**src/hdl/ecg_serial_pkg.sv**
```systemverilog
// constants shared by the ecg frame serial port design
// assumes a 10 MHz system clock; all times become cycle counts here
package ecg_serial_pkg;
  // system clock
  localparam int unsigned CLK_HZ       = 10_000_000;
  localparam int unsigned CLK_NS       = 100;
  // frame rates selectable in the frame control port
  localparam int unsigned RATE_2K_HZ   = 2_000;
  localparam int unsigned RATE_16K_HZ  = 16_000;
  localparam int unsigned RATE_128K_HZ = 128_000;
  localparam int unsigned TICK_2K      = CLK_HZ / RATE_2K_HZ;
  localparam int unsigned TICK_16K     = CLK_HZ / RATE_16K_HZ;
  localparam int unsigned TICK_128K    = CLK_HZ / RATE_128K_HZ;
  localparam logic [1:0]  RATE_SEL_2K   = 2'h0;
  localparam logic [1:0]  RATE_SEL_16K  = 2'h1;
  localparam logic [1:0]  RATE_SEL_128K = 2'h2;
  // frame control port fields
  localparam int unsigned FRM_RATE_LSB  = 0;
  localparam int unsigned FRM_SKIP_LSB  = 2;
  localparam int unsigned FRM_SPW_BIT   = 4;
  // acquisition control port: high performance mode bit
  localparam int unsigned ACQ_HP_BIT    = 3;
  // word and frame geometry
  localparam int unsigned WORD_BITS      = 16;
  localparam int unsigned MAIN_WORDS     = 5;
  localparam int unsigned SEC_WORDS      = 7;
  localparam int unsigned HOST_WORD_BITS = 32;
  localparam int unsigned MAIN_BITS      = MAIN_WORDS * WORD_BITS;
  localparam int unsigned SEC_BITS       = SEC_WORDS * WORD_BITS;
  // secondary port clock: 2.5 times an 8.192 MHz crystal
  localparam int unsigned XTAL_HZ        = 8_192_000;
  localparam int unsigned SEC_CLK_HZ     = XTAL_HZ * 5 / 2;
  localparam int unsigned SEC_HALF_RAW   = CLK_HZ / (2 * SEC_CLK_HZ);
  localparam int unsigned SEC_HALF_CYC   = (SEC_HALF_RAW > 0) ?
                                           SEC_HALF_RAW : 1;
  // select high time between frames, least times round up
  localparam int unsigned GAP_FRAME_NS   = 2173;
  localparam int unsigned GAP_WORD_NS    = 2026;
  localparam int unsigned GAP_FRAME_CYC  = (GAP_FRAME_NS + CLK_NS - 1)
                                           / CLK_NS;
  localparam int unsigned GAP_WORD_CYC   = (GAP_WORD_NS + CLK_NS - 1)
                                           / CLK_NS;
  // clock held high between words: one secondary clock period
  localparam int unsigned WGAP_CYC       = 2 * SEC_HALF_CYC;
  // reset pin least low time
  localparam int unsigned RST_LOW_NS     = 20;
  localparam int unsigned RST_LOW_RAW    = (RST_LOW_NS + CLK_NS - 1)
                                           / CLK_NS;
  localparam int unsigned RST_LOW_CYC    = (RST_LOW_RAW > 0) ?
                                           RST_LOW_RAW : 1;
  // secondary port states
  typedef enum logic [1:0] {S_IDLE, S_SHIFT, S_WGAP, S_FGAP} sec_state_e;
endpackage : ecg_serial_pkg

```
**src/hdl/pin_sync.sv**
```systemverilog
// two flip-flop synchroniser for a group of pin inputs
// assumes inputs are asynchronous to clk_sys_in
`timescale 1ns/1ps
module pin_sync #(
  parameter int unsigned WIDTH = 1,
  parameter logic [WIDTH-1:0] INIT = '0
) (
  // clock and reset
  input  wire logic             clk_sys_in,
  input  wire logic             reset_in,
  // pins in, synchronised out
  input  wire logic [WIDTH-1:0] pin_in,
  output logic      [WIDTH-1:0] sync_out
);
  logic [WIDTH-1:0] meta_r;  // first stage, read only by second

  // two stages, reset to the idle level of each pin
  always_ff @(posedge clk_sys_in or posedge reset_in)
  begin
    if (reset_in)
    begin
      meta_r   <= INIT;
      sync_out <= INIT;
    end
    else
    begin
      meta_r   <= pin_in;
      sync_out <= meta_r;
    end
  end
endmodule : pin_sync

```
**src/hdl/ecg_frame_serial_ports.sv**
```systemverilog
// ecg frame serial ports: main slave port and secondary master port
// assumes host pins are asynchronous; frame words come from same clock
// Functional notes
// - frames at 2, 16 or 128 kHz, plus skip
// - main output changes after host clock falling edge
// - main input sampled on host clock rising edge
// - select optional; tied low still works
// - main output enabled only while select asserted
// - main port uses clock idle high, phase one
// - reset pin acts on its falling edge
// - secondary port runs only in high performance mode
// - secondary port frames only at 128 kHz
// - secondary clock is system clock halved (5 MHz), not 2.5 times crystal
// - secondary data changes on its clock rising edge
// - whole-frame select held low across frame
// - per-word select; clock high between words
// - order: header, three channels, two zeros, crc
// - select high 2173 or 2026 ns between frames
`timescale 1ns/1ps
module ecg_frame_serial_ports #(
  parameter int unsigned TICK_2K_CYC = ecg_serial_pkg::TICK_2K
) (
  // clock and reset
  input  wire logic        clk_sys_in,
  input  wire logic        reset_in,
  // device reset pin, edge triggered
  input  wire logic        dev_reset_n_in,
  // control bits
  input  wire logic [7:0]  frame_control_reg_in,
  input  wire logic [7:0]  acq_control_reg_in,
  // frame words from the acquisition path
  input  wire logic [15:0] frame_header_in,
  input  wire logic [15:0] ecg_ch1_in,
  input  wire logic [15:0] ecg_ch2_in,
  input  wire logic [15:0] ecg_ch3_in,
  input  wire logic [15:0] frame_crc_in,
  // main slave port pins
  input  wire logic        host_sclk_in,
  input  wire logic        host_cs_n_in,
  input  wire logic        host_sdi_in,
  output logic             host_sdo_out,
  output logic             host_sdo_oe_n_out,
  output logic             data_ready_n_out,
  // words received from the host
  output logic [31:0]      host_word_out,
  output logic             host_word_valid_out,
  // secondary master port pins
  output logic             sec_port_clock_out,
  output logic             sec_port_select_n_out,
  output logic             sec_port_data_out
);
  localparam int unsigned MB = ecg_serial_pkg::MAIN_BITS;
  localparam int unsigned SB = ecg_serial_pkg::SEC_BITS;

  // whole state of the block
  typedef struct packed {
    logic                         sclk_d;   // previous host clock
    logic                         rstp_d;   // previous reset pin
    logic [1:0]                   rate;     // latched frame rate
    logic [1:0]                   skip;     // latched skip exponent
    logic                         spw;      // latched select per word
    logic                         hp;       // latched high perf mode
    logic [12:0]                  tick;     // frame period counter
    logic [2:0]                   skip_cnt; // frames skipped so far
    logic [MB-1:0]                mbuf;     // newest main frame
    logic                         data_ready_n_n;   // new frame waiting
    logic [MB-1:0]                tx;       // main output shifter
    logic [6:0]                   tx_cnt;   // bits left in tx
    logic                         sdo;      // main output bit
    logic                         sdo_oe_n; // main output enable
    logic [31:0]                  rx;       // main input shifter
    logic [4:0]                   rx_cnt;   // bits received
    logic [31:0]                  rx_word;  // last host word
    logic                         rx_valid; // host word pulse
    ecg_serial_pkg::sec_state_e   sst;      // secondary port state
    logic [SB-1:0]                sbuf;     // secondary shifter
    logic [3:0]                   bit_cnt;  // rises in current word
    logic [2:0]                   word_cnt; // word in frame
    logic [4:0]                   gap_cnt;  // select high counter
    logic [1:0]                   half;     // half period counter
    logic                         sclk;     // secondary clock
    logic                         scs_n;    // secondary select
    logic                         sdo2;     // secondary data
  } state_s;

  state_s s_r;    // registered state
  state_s s_nxt;  // next state

  logic [3:0] pins_s;  // synchronised host pins and reset pin
  logic       sclk_s;  // host clock after sync
  logic       cs_n_s;  // host select after sync
  logic       sdi_s;   // host data after sync
  logic       rstp_s;  // reset pin after sync

  // host pins and reset pin through two flip-flops
  pin_sync #(
    .WIDTH (4),
    .INIT  (4'hb)
  ) u_pin_sync (
    .clk_sys_in (clk_sys_in),
    .reset_in   (reset_in),
    .pin_in     ({dev_reset_n_in, host_sdi_in, host_cs_n_in,
                  host_sclk_in}),
    .sync_out   (pins_s)
  );

  assign sclk_s = pins_s[0];
  assign cs_n_s = pins_s[1];
  assign sdi_s  = pins_s[2];
  assign rstp_s = pins_s[3];

  logic        m_rise;    // host clock rising edge seen
  logic        m_fall;    // host clock falling edge seen
  logic        soft_rst;  // reset pin falling edge
  logic        boundary;  // end of a frame period
  logic        emit;      // frame released this period
  logic [12:0] tick_lim;  // period length minus one for current rate
  logic [2:0]  skip_lim;  // frames per emitted frame minus one
  logic [MB-1:0] m_src;   // main shifter source

  // edge detection and frame timing
  always_comb
  begin
    m_rise   = sclk_s & ~s_r.sclk_d;
    m_fall   = ~sclk_s & s_r.sclk_d;
    soft_rst = s_r.rstp_d & ~rstp_s;
    unique case (s_r.rate)
      ecg_serial_pkg::RATE_SEL_128K:
        tick_lim = 13'(ecg_serial_pkg::TICK_128K - 1);
      ecg_serial_pkg::RATE_SEL_16K:
        tick_lim = 13'(ecg_serial_pkg::TICK_16K - 1);
      default:
        tick_lim = 13'(TICK_2K_CYC - 1);
    endcase
    skip_lim = 3'((1 << s_r.skip) - 1);
    boundary = (s_r.tick == tick_lim);
    emit     = boundary && (s_r.skip_cnt == 3'h0);
    m_src    = (s_r.tx_cnt == 7'h0) ? s_r.mbuf : s_r.tx;
  end

  // next state of the whole block
  always_comb
  begin
    s_nxt          = s_r;
    s_nxt.sclk_d   = sclk_s;
    s_nxt.rstp_d   = rstp_s;
    s_nxt.rx_valid = 1'b0;
    // frame period counter and skip
    if (boundary)
    begin
      s_nxt.tick     = 13'h0;
      s_nxt.skip_cnt = (s_r.skip_cnt >= skip_lim) ? 3'h0
                       : s_r.skip_cnt + 3'h1;
      // modes change only between frames
      s_nxt.rate = frame_control_reg_in[
                   ecg_serial_pkg::FRM_RATE_LSB +: 2];
      s_nxt.skip = frame_control_reg_in[
                   ecg_serial_pkg::FRM_SKIP_LSB +: 2];
      if (s_r.sst == ecg_serial_pkg::S_IDLE)
      begin
        s_nxt.spw = frame_control_reg_in[ecg_serial_pkg::FRM_SPW_BIT];
        s_nxt.hp  = acq_control_reg_in[ecg_serial_pkg::ACQ_HP_BIT];
      end
    end
    else
      s_nxt.tick = s_r.tick + 13'h1;
    // main slave port: select gates everything
    s_nxt.sdo_oe_n = cs_n_s;
    if (cs_n_s)
    begin
      // select high: restart word framing, optional select
      s_nxt.tx_cnt = 7'h0;
      s_nxt.rx_cnt = 5'h0;
    end
    else
    begin
      // capture on rising host clock, idle high phase one
      if (m_rise)
      begin
        s_nxt.rx     = {s_r.rx[30:0], sdi_s};
        s_nxt.rx_cnt = s_r.rx_cnt + 5'h1;
        if (s_r.rx_cnt == 5'h1f)
        begin
          s_nxt.rx_word  = {s_r.rx[30:0], sdi_s};
          s_nxt.rx_valid = 1'b1;
        end
      end
      // launch after falling host clock, reload when empty
      if (m_fall)
      begin
        s_nxt.sdo = m_src[MB-1];
        s_nxt.tx  = {m_src[MB-2:0], 1'b0};
        s_nxt.tx_cnt = (s_r.tx_cnt == 7'h0) ? 7'(MB - 1)
                       : s_r.tx_cnt - 7'h1;
        if (s_r.tx_cnt == 7'h0)
          s_nxt.data_ready_n_n = 1'b1;
      end
    end
    // new frame into the main buffer; set wins over the read clear
    if (emit)
    begin
      s_nxt.mbuf   = {frame_header_in, ecg_ch1_in, ecg_ch2_in,
                      ecg_ch3_in, frame_crc_in};
      s_nxt.data_ready_n_n = 1'b0;
    end
    // secondary master port
    unique case (s_r.sst)
      ecg_serial_pkg::S_IDLE:
      begin
        s_nxt.sclk  = 1'b1;
        s_nxt.scs_n = 1'b1;
        s_nxt.sdo2  = 1'b0;
        // only high performance mode at 128 kHz
        if (emit && s_r.hp && s_r.rate == ecg_serial_pkg::RATE_SEL_128K)
        begin
          s_nxt.sbuf = {frame_header_in, ecg_ch1_in, ecg_ch2_in,
                        ecg_ch3_in, 16'h0000, 16'h0000, frame_crc_in};
          s_nxt.sdo2     = frame_header_in[15];
          s_nxt.scs_n    = 1'b0;
          s_nxt.bit_cnt  = 4'h0;
          s_nxt.word_cnt = 3'h0;
          s_nxt.half     = 2'(ecg_serial_pkg::SEC_HALF_CYC - 1);
          s_nxt.sst      = ecg_serial_pkg::S_SHIFT;
        end
      end
      ecg_serial_pkg::S_SHIFT:
      begin
        // clock divided from the system clock
        if (s_r.half != 2'h0)
          s_nxt.half = s_r.half - 2'h1;
        else
        begin
          s_nxt.half = 2'(ecg_serial_pkg::SEC_HALF_CYC - 1);
          if (s_r.sclk)
            s_nxt.sclk = 1'b0;
          else
          begin
            s_nxt.sclk = 1'b1;
            if (s_r.bit_cnt != 4'hf)
            begin
              // next bit on the rising edge
              s_nxt.sbuf    = {s_r.sbuf[SB-2:0], 1'b0};
              s_nxt.sdo2    = s_r.sbuf[SB-2];
              s_nxt.bit_cnt = s_r.bit_cnt + 4'h1;
            end
            else if (s_r.word_cnt == 3'(ecg_serial_pkg::SEC_WORDS - 1))
            begin
              // frame done: select high for the frame gap
              s_nxt.scs_n   = 1'b1;
              s_nxt.sdo2    = 1'b0;
              s_nxt.gap_cnt = s_r.spw ?
                              5'(ecg_serial_pkg::GAP_WORD_CYC - 1) :
                              5'(ecg_serial_pkg::GAP_FRAME_CYC - 1);
              s_nxt.sst     = ecg_serial_pkg::S_FGAP;
            end
            else if (s_r.spw)
            begin
              // per-word select, clock held high between words
              s_nxt.scs_n   = 1'b1;
              s_nxt.gap_cnt = 5'(ecg_serial_pkg::WGAP_CYC - 1);
              s_nxt.sst     = ecg_serial_pkg::S_WGAP;
            end
            else
            begin
              // select stays low into the next word
              s_nxt.sbuf     = {s_r.sbuf[SB-2:0], 1'b0};
              s_nxt.sdo2     = s_r.sbuf[SB-2];
              s_nxt.bit_cnt  = 4'h0;
              s_nxt.word_cnt = s_r.word_cnt + 3'h1;
            end
          end
        end
      end
      ecg_serial_pkg::S_WGAP:
      begin
        // clock high, select high, then next word
        if (s_r.gap_cnt != 5'h0)
          s_nxt.gap_cnt = s_r.gap_cnt - 5'h1;
        else
        begin
          s_nxt.scs_n    = 1'b0;
          s_nxt.sbuf     = {s_r.sbuf[SB-2:0], 1'b0};
          s_nxt.sdo2     = s_r.sbuf[SB-2];
          s_nxt.bit_cnt  = 4'h0;
          s_nxt.word_cnt = s_r.word_cnt + 3'h1;
          s_nxt.sst      = ecg_serial_pkg::S_SHIFT;
        end
      end
      ecg_serial_pkg::S_FGAP:
      begin
        // least select high time before another frame
        if (s_r.gap_cnt != 5'h0)
          s_nxt.gap_cnt = s_r.gap_cnt - 5'h1;
        else
          s_nxt.sst = ecg_serial_pkg::S_IDLE;
      end
    endcase
    // reset pin edge returns the block to its reset state
    if (soft_rst)
    begin
      s_nxt        = '0;
      s_nxt.rstp_d = rstp_s;
      s_nxt.sclk_d = sclk_s;
      s_nxt.data_ready_n_n = 1'b1;
      s_nxt.sdo_oe_n = 1'b1;
      s_nxt.sclk   = 1'b1;
      s_nxt.scs_n  = 1'b1;
    end
  end

  // one register for the whole state
  always_ff @(posedge clk_sys_in or posedge reset_in)
  begin
    if (reset_in)
    begin
      s_r          <= '0;
      s_r.sclk_d   <= 1'b1;
      s_r.rstp_d   <= 1'b1;
      s_r.data_ready_n_n   <= 1'b1;
      s_r.sdo_oe_n <= 1'b1;
      s_r.sclk     <= 1'b1;
      s_r.scs_n    <= 1'b1;
    end
    else
      s_r <= s_nxt;
  end

  // outputs straight from the state register
  assign host_sdo_out          = s_r.sdo;
  assign host_sdo_oe_n_out     = s_r.sdo_oe_n;
  assign data_ready_n_out      = s_r.data_ready_n_n;
  assign host_word_out         = s_r.rx_word;
  assign host_word_valid_out   = s_r.rx_valid;
  assign sec_port_clock_out    = s_r.sclk;
  assign sec_port_select_n_out = s_r.scs_n;
  assign sec_port_data_out     = s_r.sdo2;

  // helper: cycles the secondary select has stayed high
  logic [5:0] scs_hi_cnt;
  always_ff @(posedge clk_sys_in or posedge reset_in)
  begin
    if (reset_in)
      scs_hi_cnt <= 6'h3f;
    else if (!s_r.scs_n)
      scs_hi_cnt <= 6'h0;
    else if (scs_hi_cnt != 6'h3f)
      scs_hi_cnt <= scs_hi_cnt + 6'h1;
  end
endmodule : ecg_frame_serial_ports

```
**config.mk**
```make
export PLATFORM = sky130hd
export DESIGN_NAME = ecg_frame_serial_ports
export DESIGN_NICKNAME = d
export VERILOG_FILES = /design/src/hdl/ecg_serial_pkg.sv /design/src/hdl/pin_sync.sv /design/src/hdl/ecg_frame_serial_ports.sv
export SDC_FILE = /design/constraint.sdc
export NUM_CORES = 1
export LEC_CHECK = 0
export BUFFER_PORTS_ARGS = -buffer_cell sky130_fd_sc_hd__buf_2
export CAP_MARGIN = 15
export CORE_ASPECT_RATIO = 0.9
export CORE_UTILIZATION = 55
export DETAILED_ROUTE_END_ITERATION = 12
export PLACE_DENSITY_LB_ADDON = 0.08
export SLEW_MARGIN = 0
export SYNTH_ARGS = -nofsm -noshare
export SYNTH_HDL_FRONTEND = slang
export SYNTH_SLANG_ARGS = --single-unit
```
**constraint.sdc**
```tcl
create_clock -name clk_sys_in -period 14.4 [get_ports clk_sys_in]
set_input_delay 0.72 -clock clk_sys_in [delete_from_list [all_inputs] [get_ports clk_sys_in]]
set_output_delay 0.72 -clock clk_sys_in [all_outputs]
set_load 0.02 [all_outputs]
```
==> results <==
- Combinational cells account for around 7.0% of the total power.
- The total power is approximately 2.5 mW.
- After synthesis, the share of flip-flops with an asynchronous set or reset is 100%.
- Counting every net in the synthesized netlist gives 1683.
- The post-synthesis instance total is 1561.
- The count of distinct cell types in the synthesized netlist is 56.
- The via total after detailed routing is between 10k and 15k.
- After routing the design area is ~19000 µm².
- The die is roughly 190 µm wide.
- dfrtp_1 takes more of the synthesized area than any other cell.
- TritonCTS built the clock tree.
- Clock skew on the completed layout was measured at 0.0144 ns.
- Global routing finished with a remaining overflow of 0.
- The post-route clock period utilization is 26.9%.
- Buffers inserted during clock tree synthesis total 40.
- Setup total negative slack on the finished layout was measured at 0 ns.
- For this design the total switching power over the nets is 0.564 mW.
- The type of element capturing the critical path is a flop.
- Ranked by instance count, the synthesized netlist is headed by dfrtp_1, nand2_1, o21ai_0.
- The total of warnings raised by yosys is 0.
- The startpoint class of the critical path is a flop.
- The post-synthesis average cell area is between 10 and 15 µm².
- The fmax is 259 MHz.
- The count of antenna-violating nets left after detailed routing is 0.
- Counting flops and latches in the post-synthesis netlist gives 400.
- The share of cells above drive strength 1 is between 10% and 20%.
- The total count of hold-check failures in the final report is 0.
- For this design, the sink count on the clock tree is 400.
- In the final design database the tool counted 1727 nets.
- Once the floorplan was initialized, standard cells occupied between 50% and 60% of the core.
- The post-synthesis instance area is 17000 µm².
- After clock tree synthesis, the repair step resized 0 gates.
- Of all nets on the critical path, the largest fanout is about 110.
- STA puts the critical path data arrival time at approximately 4.2 ns.
- The area of the core region is roughly 30000 µm².
- The delay of the slowest cell on the worst path is 0.86 ns.
- The maximum buffer depth of the clock tree is 3.
- The transition time of the tightest slew-check pin is 1.15 ns.
- The share of total power dissipated in the clock network is 44.7%.
- The total count of max-transition violations in the final report is 0.
- Setup repair after global routing left no endpoint under its margin.
- The internal power summed over all cells is 1.89 mW.
- Input and output buffers added on the ports amount to 130.
- For the finished layout, the period the worst path requires is 3.87 ns.
- The post-CTS setup buffer count is 0.
- The overall die area is 31600 µm².
- The worst-skew pair later-pin latency is 0.53 ns.
- The total length of routed wires is 34600 µm.
- The highest ir drop seen on vdd is ~0.000086 V.
- The global placer's final weighted congestion is between 0.7 and 0.8.
- The flow ran to the end, and the final reports show no timing, DRC or antenna violations.
- For this run, the total global-route usage over all layers was measured as a little under a quarter.
- For this design, the slowest cell found on the critical path is buf_4.
- The number of ports placed on the die boundary is 141.
- In the routed design, unresolved DRC markers number 0.
- The number of global-route vias before repair is ~11k.
- The utilization after layout is between 60 and 70%.
- The cell area after placement is 17600 µm².
- The filler cell count is between 2k and 2.5k.
- After clock tree synthesis, the clock-pin slew on the worst setup and hold paths is 0.06 ns.
- Setup violations remaining at the end of the flow were counted as 0.
- Max-cap violations in this run came to 0.
- The register area is 10000 µm².
- The number of antenna violations at the first check in global routing is 2.
- The site row count is 60.
- The count of routing violations after the opening detailed-route iteration is 774.
- Among the stages of the critical path, the cell type that occurs most often is buf_4.
- Walking the worst path, the cells encountered are nand2b_1, and2_0, a22oi_1, o21ai_4, buf_4, buf_4, o21ai_0.
- The prevailing post-synth register cell is dfrtp_1.
- Of the post-synthesis cell area, the dominant cell type holds 57.2%.
- The die boundary height is 169 µm.
- For this run, the detailed router's first-pass iteration total came to 5.
- The relative area change from synthesis to final layout is 12.3%.
- Using the TritonRoute via totals, the vias-per-cell ratio works out to 5.73.
- Entering global routing, the biggest net connects 149 pins.
- The multi-input combinational cells in the finished layout cover a total of approximately 6200 µm².
- The first global-routing pass estimated 59000 µm of wire.
- The sequential cell fraction of total power is roughly half.
- By area the synthesized netlist is led by dfrtp_1, a22o_1, o21ai_0, nand2_1, mux2i_1.
- STA puts the critical path data required time at approximately 15 ns.
- The class of the tightest hold or removal check is in -> reg.
- The cell at the root of the clock tree is clkbuf_16.
- The power density over the cells is 129 nW/µm².
- The number of synthesized flops with an enable pin is 0.
- The cell with the most instances after synthesis is dfrtp_1.
- The slack of the worst reg-to-reg path is 10.53 ns.
- The sequential element share of the synthesized area is 59.0%.
- The number of hold buffers added after CTS was 0.
- The critical path in this run is classified as reg -> reg.
- Headroom to the max-slew limit came out at between 20% and 30%.
- Net switching is 23.0% of the power.
- Detailed placement ended at an HPWL of 20000 µm.
- In this run the static leakage power is between 8 and 9 nW.
- The H-tree was split into 2 levels.
- In the final routed layout, each cell accounts on average for about 17 µm.
[cell type report]
class | count | area share, %
flip-flops and latches | 400 | 52.6
clock buffers | 60 | 6.54
diodes | 1 | 0.0131
well taps | 403 | 2.65
inverters | 19 | 0.413
multi-input cells | 996 | 32.7
repair buffers | 148 | 4.29
clock inverters | 11 | 0.853
[worst max-delay path: cells and delay by family (launching register included)]
family / cells / cell delay, ns
AOI/OAI and AO/OA: 3 / 0.51
buffers and inverters: 2 / 1.59
DFF: 1 / 0.55
and+or+nand+nor: 2 / 0.95
[sequential cells by signal (all words and copies together), names as in the netlist, 4 cells and up]
name                 count
host_word_out           32
u_pin_sync.sync_out      4
u_pin_sync.meta_r        4
s_r                    353
[layout by cell type (no fill, tap or decap), types with 15 or more instances in the layout]
master       n
a21oi_1     21
a22o_1     143
a22oi_1     81
buf_2      130
buf_4       16
clkbuf_16   41
clkbuf_8    15
dfrtp_1    388
ha_1        20
inv_1       18
mux2i_1     83
nand2_1    262
nand3_1     15
nor2_1      51
o21ai_0    210
[worst paths after layout]
check,startpoint,endpoint,cells past startpoint
min in group asynchronous,reset_in,s_r[377],2
max,u_pin_sync.sync_out[3],s_r[79],7
min,dev_reset_n_in,u_pin_sync.meta_r[3],1
max reg2reg,u_pin_sync.sync_out[3],s_r[79],7
max in group asynchronous,reset_in,s_r[15],4
min reg2reg,u_pin_sync.meta_r[0],u_pin_sync.sync_out[0],0
[per-layer routing]
layer	wire length (µm)	global-route usage, %
met4	552	5.27
met5	13	0
met2	15200	33.4
met3	1590	3.26
met1	17200	35.1
[metrics by stage]
step	hold WS (ns)	instances	setup WS, ns
floorplan	0.331	1561	2.58
global placement	0.338	1965	10.70
detailed placement	0.347	1965	10.58
CTS	0.273	2036	10.56
global route	0.275	2038	10.13
finish	0.294	2038	10.53
[power by group through the flow]
stage          Combinational (mW)  Clock [mW]  Sequential [mW]
4_1_cts                     0.177        1.12             1.18
3_5_place_dp                0.176           0             1.20
3_3_place_gp                0.173           0             1.20
2_1_floorplan               0.126           0             1.20
6_report                    0.172        1.10             1.18
5_1_grt                     0.195        1.17             1.19
[logic make-up after synthesis]
family	count (synthesis)	synth area share, %
AOI/OAI and AO/OA	494	19.7
DFF	400	59.0
and+or+nand+nor	384	9.48
buffers and inverters	165	4.65
muxes	83	4.89
adders and majority gates	20	1.47
xor gates and xnor gates	15	0.774
No activity file was read; power rests on OpenSTA's default activity.
